===== src/rtl/sram_defs.svh =====
// Constants for the synchronous flow-through SRAM bus-cycle block.
`ifndef SRAM_DEFS_SVH
`define SRAM_DEFS_SVH
`define SRAM_ADDR_W    6
`define SRAM_DEPTH     64
`define SRAM_LANES     4
`define SRAM_LANE_W    9
`define SRAM_DATA_W    36
`define SRAM_BURST_W   2
`define SRAM_BURST_ONE 2'h1
`define SRAM_BURST_ZERO 2'h0
`define SRAM_LANES_OFF 4'hF
`endif


===== src/rtl/sram_pkg.sv =====
// Types shared by the synchronous SRAM bus-cycle block.
`include "sram_defs.svh"
package sram_pkg;
  typedef enum logic [1:0] {
    CYC_IDLE,
    CYC_READ,
    CYC_WRITE
  } cycle_t;

  typedef struct packed {
    logic                        read_not_write;
    logic                        advance_not_load;
    logic                        chip_sel_all;
    logic [`SRAM_LANES-1:0]      byte_write_n;
    logic [`SRAM_ADDR_W-1:0]     addr;
  } cmd_t;
endpackage


===== src/rtl/sync_burst_sram.sv =====
// Synchronous flow-through SRAM core with burst counter and byte-lane writes.
// Operation
// - Low mode pin steps burst linearly.
// - Two-bit burst counter wraps every four.
// - Continue cycles advance counter before access.
// - Read begin drives data next cycle.
// - Write begin takes data next cycle.
// - Continue cycle type follows burst start.
// - Advance after deselect stays deselected.
// - Output enable high gives dummy read.
// - All byte writes high aborts write.
// - Clock enable high ignores the edge.
// - Each byte write drives its lane.
// - Any byte-write combination writes together.
// - Outputs float during write cycles.
// - Snooze ignores address and control.
// - Data outputs float after power-up.
// - High mode pin gives interleaved order.
// - Snooze high means low-power standby.
`include "sram_defs.svh"
module sync_burst_sram (
  input  wire logic                    i_clk,            // System clock.
  input  wire logic                    i_arst_n,         // Asynchronous reset, low.
  input  wire sram_pkg::cmd_t          i_cmd,            // Address and controls.
  input  wire logic                    i_clock_enable_n, // Low lets the edge act.
  input  wire logic                    i_output_enable_n,// Low lets reads drive.
  input  wire logic                    i_burst_mode,     // High interleaved, low linear.
  input  wire logic                    i_snooze_request, // High enters standby.
  input  wire logic [`SRAM_DATA_W-1:0] i_dq,             // Data bus input.
  output logic      [`SRAM_DATA_W-1:0] o_dq,             // Data bus output.
  output logic      [`SRAM_LANES-1:0]  o_dq_oe,          // Per-lane drive enable.
  output logic                         o_standby         // Standby indication.
);

  logic [`SRAM_DATA_W-1:0]  mem [`SRAM_DEPTH];
  sram_pkg::cycle_t         burst;
  sram_pkg::cycle_t         next_burst;
  logic [`SRAM_ADDR_W-1:0]  start_addr;
  logic [`SRAM_ADDR_W-1:0]  next_start_addr;
  logic [`SRAM_BURST_W-1:0] count;
  logic [`SRAM_BURST_W-1:0] next_count;
  logic                     pend_wr;
  logic                     next_pend_wr;
  logic                     pend_rd;
  logic                     next_pend_rd;
  logic [`SRAM_ADDR_W-1:0]  pend_addr;
  logic [`SRAM_ADDR_W-1:0]  next_pend_addr;
  logic [`SRAM_LANES-1:0]   pend_lanes_n;
  logic [`SRAM_LANES-1:0]   next_pend_lanes_n;
  logic [`SRAM_DATA_W-1:0]  dout;
  logic [`SRAM_DATA_W-1:0]  next_dout;
  logic                     drive;
  logic                     next_drive;
  logic                     edge_live;

  // Form the accessed address from start and counter in the chosen order.
  function automatic logic [`SRAM_ADDR_W-1:0] burst_addr(
    input logic [`SRAM_ADDR_W-1:0]  base,
    input logic [`SRAM_BURST_W-1:0] cnt,
    input logic                     interleave
  );
    logic [`SRAM_BURST_W-1:0] low;
    low = interleave ? (base[`SRAM_BURST_W-1:0] ^ cnt)
                     : (base[`SRAM_BURST_W-1:0] + cnt);
    return {base[`SRAM_ADDR_W-1:`SRAM_BURST_W], low};
  endfunction

  // Merge write data into a word lane by lane.
  function automatic logic [`SRAM_DATA_W-1:0] lane_merge(
    input logic [`SRAM_DATA_W-1:0] old_word,
    input logic [`SRAM_DATA_W-1:0] new_word,
    input logic [`SRAM_LANES-1:0]  lanes_n
  );
    logic [`SRAM_DATA_W-1:0] w;
    w = old_word;
    for (int i = 0; i < `SRAM_LANES; i++) begin
      if (!lanes_n[i]) begin
        w[i*`SRAM_LANE_W +: `SRAM_LANE_W] = new_word[i*`SRAM_LANE_W +: `SRAM_LANE_W];
      end
    end
    return w;
  endfunction

  // An edge acts only with clock enable low and no snooze; standby freezes state so a
  // write issued one cycle before snooze stays pending and completes on the next live edge.
  assign edge_live = !i_clock_enable_n && !i_snooze_request;
  assign o_standby = i_snooze_request;

  // Decode the cycle, step the burst and finish the previous cycle's transfer.
  always_comb begin
    logic [`SRAM_ADDR_W-1:0] acc_addr;
    logic                    acc_rd;
    logic                    acc_wr;
    acc_addr          = start_addr;
    acc_rd            = 1'b0;
    acc_wr            = 1'b0;
    next_burst        = burst;
    next_start_addr   = start_addr;
    next_count        = count;
    next_pend_wr      = pend_wr;
    next_pend_rd      = pend_rd;
    next_pend_addr    = pend_addr;
    next_pend_lanes_n = pend_lanes_n;
    next_dout         = dout;
    next_drive        = drive;
    if (edge_live) begin
      // Pending transfers complete even on a deselect.
      if (pend_rd) begin
        next_dout = mem[pend_addr];
      end
      if (!i_cmd.advance_not_load) begin
        if (!i_cmd.chip_sel_all) begin
          next_burst = sram_pkg::CYC_IDLE;
        end else begin
          next_burst      = i_cmd.read_not_write ? sram_pkg::CYC_READ
                                                 : sram_pkg::CYC_WRITE;
          next_start_addr = i_cmd.addr;
          next_count      = `SRAM_BURST_ZERO;
          acc_addr        = i_cmd.addr;
          acc_rd          = i_cmd.read_not_write;
          acc_wr          = !i_cmd.read_not_write;
        end
      end else if (burst != sram_pkg::CYC_IDLE) begin
        next_count = count + `SRAM_BURST_ONE;
        acc_addr   = burst_addr(start_addr, next_count, i_burst_mode);
        acc_rd     = (burst == sram_pkg::CYC_READ);
        acc_wr     = (burst == sram_pkg::CYC_WRITE);
      end
      // Idle plus advance is the continued deselect: nothing starts.
      next_pend_rd      = acc_rd && !i_output_enable_n;
      next_pend_wr      = acc_wr && (i_cmd.byte_write_n != `SRAM_LANES_OFF);
      next_pend_addr    = acc_addr;
      next_pend_lanes_n = i_cmd.byte_write_n;
      next_drive        = next_pend_rd;
    end
  end

  // Register state; the array has no reset so it writes only on live edges.
  always_ff @(posedge i_clk or negedge i_arst_n) begin
    if (!i_arst_n) begin
      burst        <= sram_pkg::CYC_IDLE;
      start_addr   <= '0;
      count        <= `SRAM_BURST_ZERO;
      pend_wr      <= 1'b0;
      pend_rd      <= 1'b0;
      pend_addr    <= '0;
      pend_lanes_n <= `SRAM_LANES_OFF;
      dout         <= '0;
      drive        <= 1'b0;
    end else begin
      burst        <= next_burst;
      start_addr   <= next_start_addr;
      count        <= next_count;
      pend_wr      <= next_pend_wr;
      pend_rd      <= next_pend_rd;
      pend_addr    <= next_pend_addr;
      pend_lanes_n <= next_pend_lanes_n;
      dout         <= next_dout;
      drive        <= next_drive;
    end
  end

  // Write data arrives one cycle after its command and is stored on that edge.
  always_ff @(posedge i_clk) begin
    if (edge_live && pend_wr) begin
      mem[pend_addr] <= lane_merge(mem[pend_addr], i_dq, pend_lanes_n);
    end
  end

  // Flow-through read: data is shown in the cycle after the command.
  always_comb begin
    o_dq    = pend_rd ? mem[pend_addr] : dout;
    o_dq_oe = {`SRAM_LANES{drive}};
  end

endmodule // sync_burst_sram


===== config.mk =====
export PLATFORM = sky130hd
export DESIGN_NAME = sync_burst_sram
export DESIGN_NICKNAME = d
export VERILOG_FILES = /design/src/rtl/sram_pkg.sv /design/src/rtl/sync_burst_sram.sv
export VERILOG_INCLUDE_DIRS = /design/src /design/src/rtl
export SDC_FILE = /design/constraint.sdc
export NUM_CORES = 2
export LEC_CHECK = 0
export BUFFER_PORTS_ARGS = -buffer_cell sky130_fd_sc_hd__buf_2
export CELL_PAD_IN_SITES_DETAIL_PLACEMENT = 2
export CELL_PAD_IN_SITES_GLOBAL_PLACEMENT = 2
export CORE_ASPECT_RATIO = 1.1
export CORE_MARGIN = 2
export CORE_UTILIZATION = 35
export CTS_CLUSTER_SIZE = 40
export DETAILED_ROUTE_END_ITERATION = 10
export PLACE_DENSITY = 0.63
export SLEW_MARGIN = 30
export SYNTH_ARGS = -nofsm -noshare
export SYNTH_HDL_FRONTEND = slang
export SYNTH_SLANG_ARGS = --single-unit

===== constraint.sdc =====
create_clock -name i_clk -period 6.8 [get_ports i_clk]
set_input_delay 1.36 -clock i_clk [delete_from_list [all_inputs] [get_ports i_clk]]
set_output_delay 1.36 -clock i_clk [all_outputs]
set_load 0.02 [all_outputs]

== Yosys cells after proc, flatten, opt, wreduce, memory -nomap -nowiden ==
Memory sizes are Yosys's and may differ from the RTL's.
Index checks and enable logic that the tools add are counted.
W data, S select, Z words.
Storage, ports and cells
  register bits after elaboration: 58
  RAM bits: 2304
  input bits: 55
  word-level logic and storage cells: 57
  memories kept: 1
Memory list
  mem: depth 64, width 36, rd ports 1, clocked after memory_dff 0, write ports 1, RTL line sync_burst_sram.sv:35  | logic [`SRAM_DATA_W-1:0] mem [`SRAM_DEPTH];
Operators by class
  add/sub/neg operators: 2
  eq/ne operators: 4
  muxes and demuxes: 28
  bitwise logic cells: 2
  reductions and logical operators: 12
Operator list (number)
  $mux W9: 8
  $mux W36: 1
  $mux W2: 7
  $mux W6: 2
  $mux W1: 10
  $logic_and A1 B1 Y1: 4
  $logic_not A1 Y1: 4
  $ne A4 B4 Y1 const B: 1
  $reduce_bool A2 Y1: 2
  $reduce_and A3 Y1: 1
  $add A2 B1 Y2 const B: 1
  $add A2 B2 Y2: 1
  $eq A2 B1 Y1 const B: 1
  $eq A2 B2 Y1 const B: 1
  $ne A2 B1 Y1 const B: 1
  $reduce_and A2 Y1: 1
  $xor A2 B2 Y2: 1
  $not A1 Y1: 1

== Logic depth before layout (Yosys ltp) ==
  depth after elaboration: 5
  depth in mapped cells: 13
  depth with buffers taken out: 8

== Worst setup path after synthesis ==
OpenSTA, ideal clock, no wires.
  kind: reg-to-reg
  start point: reg pend_addr[3] (netlist name)
  end point: mem mem[0][20] (netlist bit) (data pin)
  library setup time: 0.588 ns
  arrival time: 4.019 ns
  required time: 6.212 ns
  setup slack: 2.193 ns
  stages on the path, launching flop included: 10
  buffers on the path: 5
  period minus slack after synthesis: 4.607 ns
  path through: dfrtp_1 > buf_2 > buf_2 > or3b_2 > buf_2 > clkbuf_1 > clkbuf_1 > a211oi_1 > nor3_1 > a31oi_1
RTL lines (RTL line)
  end, declared: sync_burst_sram.sv:35

== Worst setup path in the final report ==
  start point: reg pend_addr[2]
  end point: out o_dq[27]
Between the ends
  word-level cells in the longest chain between the ends: 2
RTL lines
  start, declared: RTL line sync_burst_sram.sv:46  | logic [`SRAM_ADDR_W-1:0] pend_addr;
  start signal, assigned: RTL line sync_burst_sram.sv:156  | pend_addr <= next_pend_addr;
  $mem_v2 Z64 W36
  $mux W36
  end, declared: RTL line sync_burst_sram.sv:30  | output logic [`SRAM_DATA_W-1:0] o_dq,
Every way passes these cells.

==> metrics.yaml <==
min_period_over_period_pct: 101
slew_headroom_pct: 24.5
grt_overflow_total: 0
dr.pass1.iters: 6
fmax_ghz: 0.146
avgRoutedWirePerCell_um: 45.1
fin_skew_ns: 0.0686
rows: 197
synth_top_area_share_pct: 74.8
cts_made_buffers: 275
synthMuxAreaShare_pct: 3.51
end_kind: "primary output"
slowest_delay_ns: 0.87
worstSetupPathType: "reg -> out"
synth_fa_ha_area_share_pct: 0.0135
path_max_fanout: 67
seq_area_mm2: 0.0707
via_per_inst: 6.65
synthSimpleGateAreaFrac_pct: 5.47
violations: "setup timing"
hold_path_class: "in -> async"
cts-root-buf: "clkbuf_16"
combinationalPowerShare_pct: 21.9
syn-cell-area_mm2: 0.0925
clk_latency_ns: 0.98
power_frac_clock_pct: 34.7
drc_errors: 0
antenna_found_initial: 35
dp_cells: 9013
grt_pass1_vias: 64100
synth.distinct_cells: 86
routed_wl_um: 428000
vias: 63100
synth-compound-area-share_pct: 12.2
avgSynthCellArea_um2: 16.7
io_buffer_count: 95
ys_seq_area_share_pct: 76.4
pwr-share-seq_pct: 43.4
fp.dieW_um: 494
leakage_nw: 33.6
dp_hpwl_um: 254000
yosys.area.top_type: "edfxtp_1"
ys_warn_count: 0
p_switching_mw: 12.7
setup_violations: 1
crit_arrival_ns: 5.48
status: "finished, violations left"
fin_hold_ws_ns: 0.432
core_mm2: 0.262
drive_gt1_share_pct: 20.2
path_clk_slew_ns: 0.06
cts_tree: "built"
syn_nets: 5590
ctsHoldBuffers: 0
cts_sinks: 2362
clock_path_buffers: 4
yosys.area_share.xor_xnor_pct: 0.0189
path_cells: "buf_12 > or4b_1 > a21oi_1 > a2111oi_1 > nand4_1 > nor4b_4 > buf_4 > a21oi_1 > buf_2"
cts_setup_buffers: 0
ant_nets: 0
grt_usage_pct: 31.3
grt_max_degree: 95
async_flop_share_pct: 2.46
hold_viol: 0
cp_slowest_cell: "dfrtp_4"
tightestPinTransition_ns: 1.10
cellInternalPower_mw: 27.4
synth_edf_count: 2304
ys_ff_latch: 2362
setup_ws_ns: -0.0391
synth_area_leaders: "edfxtp_1 75%, a22oi_1 3.8%, a221oi_1 1.8%, o22ai_1 1.5%, mux2_2 1.5%"
ios: 96
critical_path.startpoint_type: "flop"
nets: 5869
start_util_pct: 35.3
fin_crit_ns: 6.84
path_common_cell: "a21oi_1"
ir_worst_vdd_mv: 0.318
swShare_pct: 31.7
htree_num_levels: 5
maxCapViolCount: 0
stdcell_count: 9490
p_per_area_mw_per_mm2: 371
die-area_mm2: 0.268
globalplace.congestion: 0.872
crit_required_ns: 5.44
grt_pass1_wl_um: 571000
finalMaxSlewViolations: 0
post-route-cell-area_mm2: 0.108
postSynthCellCount: 5534
multi_input_area_mm2: 0.0208
drtIter0Drc: 9967
die_y_um: 543
placed_cell_area_mm2: 0.0999
cts_resized: 1
synth_ff_type: "edfxtp_1"
nFillCells: 25100
synth_top_family_by_area: "compound AO/OA/AOI/OAI gates"
area_growth_pct: 16.9
## path summary, 6_finish.rpt
check | start | endpoint | slack, ns | cells past startpoint
setup / recovery | pend_addr[2] | o_dq[27] | -0.04 | 9
hold / removal | i_arst_n | pend_addr[2] | 0.43 | 1
setup reg to reg | pend_addr[2] | mem[24][22] | 1.52 | 8
hold reg to reg | pend_wr | pend_wr | 0.49 | 2
max in group asynchronous | i_arst_n | pend_addr[1] | 5.82 | 1
min in group i_clk | pend_wr | pend_wr | 0.49 | 2
## critical path: cells and delay by family (launching register included)
family          cells  cell delay, ns
compound gates      3            0.98
buf+inv             3            0.91
flops               1            0.87
simple gates        3            1.63
## power by group through the flow
stage               logic (mW)  registers, mW  clock network (mW)
global placement          8.18           17.7                   0
CTS                       8.60           17.4                14.0
finish                    8.80           17.4                13.9
detailed placement        8.55           17.7                   0
floorplan                 4.28           17.6                   0
global route              8.97           17.4                14.5
## layout make-up
class	instances	area share (%)
clock buffers	362	6.92
clock inverters	96	0.569
multi-input cells	2705	19.2
well taps	3482	4.03
repair buffers	463	3.84
flip-flops and latches	2362	65.4
inverters	6	0.0278
diodes	14	0.0324
## sequential cells by signal, summed over array words and instances (netlist names)
| signal | cells |
|---|---|
| dout | 36 |
| pend_lanes_n | 4 |
| drive | 1 |
| burst | 2 |
| mem | 2304 |
| count | 2 |
| pend_wr | 1 |
| start_addr | 6 |
| pend_addr | 6 |
## routing by layer
| layer | GRT usage, % | share of wire (%) | vias to the layer above |
|---|---|---|---|
| li1 | - | - | 23400 |
| met1 | 40.2 | 37 | 34200 |
| met2 | 48.2 | 46 | 4427 |
| met3 | 7.07 | 11 | 1114 |
| met4 | 18.8 | 6.8 | 20 |
| met5 | 0 | 0.055 | - |
## synth_stat cells (87+ instances only)
| master | count |
|---|---|
| a21oi_1 | 228 |
| a221oi_1 | 192 |
| a22oi_1 | 469 |
| buf_2 | 180 |
| clkbuf_1 | 178 |
| edfxtp_1 | 2304 |
| mux2_2 | 124 |
| mux2i_1 | 104 |
| nand2_1 | 111 |
| nand3b_1 | 106 |
| nor2_1 | 241 |
| o21ai_0 | 87 |
| o22ai_1 | 224 |
## metrics by stage
step | setup slack [ns] | total power [mW] | TNS (ns) | util (%)
2_1_floorplan | 2.19 | 21.9 | 0 | -
3_3_place_gp | 0.413 | 25.9 | 0 | 38.0
3_5_place_dp | 0.935 | 26.2 | 0 | 38.1
4_1_cts | 0.0128 | 40.0 | 0 | 41.2
5_1_grt | -0.0110 | 40.9 | -0.0110 | 41.2
6_report | -0.0391 | 40.1 | -0.0391 | 41.2
## logic make-up after synthesis
kind of cell | count (synthesis)
fa+ha+maj | 1
buf+inv | 467
xor+xnor | 2
flops | 2362
compound gates | 1560
mux | 268
simple gates | 874
## layout by cell type, fill, tap and decap left out, types with 25 or more instances in the layout
master,n
a31oi_1,30
mux4_2,32
edfxtp_1,2304
clkbuf_1,71
clkinv_1,51
a21oi_1,207
or3b_2,73
dfrtp_1,47
nor4_1,30
nor2_4,68
clkbuf_16,285
nand2_1,111
a221o_1,48
nor2_1,174
o21ai_0,85
buf_4,295
a221oi_1,192
a22oi_1,469
buf_2,95
mux2_2,123
nand3_1,74
a22o_1,66
mux2i_1,104
a2111oi_0,27
nand2b_1,25
o22ai_1,224
clkinv_2,31
nand3b_1,106
nor3_1,40
buf_12,56
(Power assumes the default switching activity.)
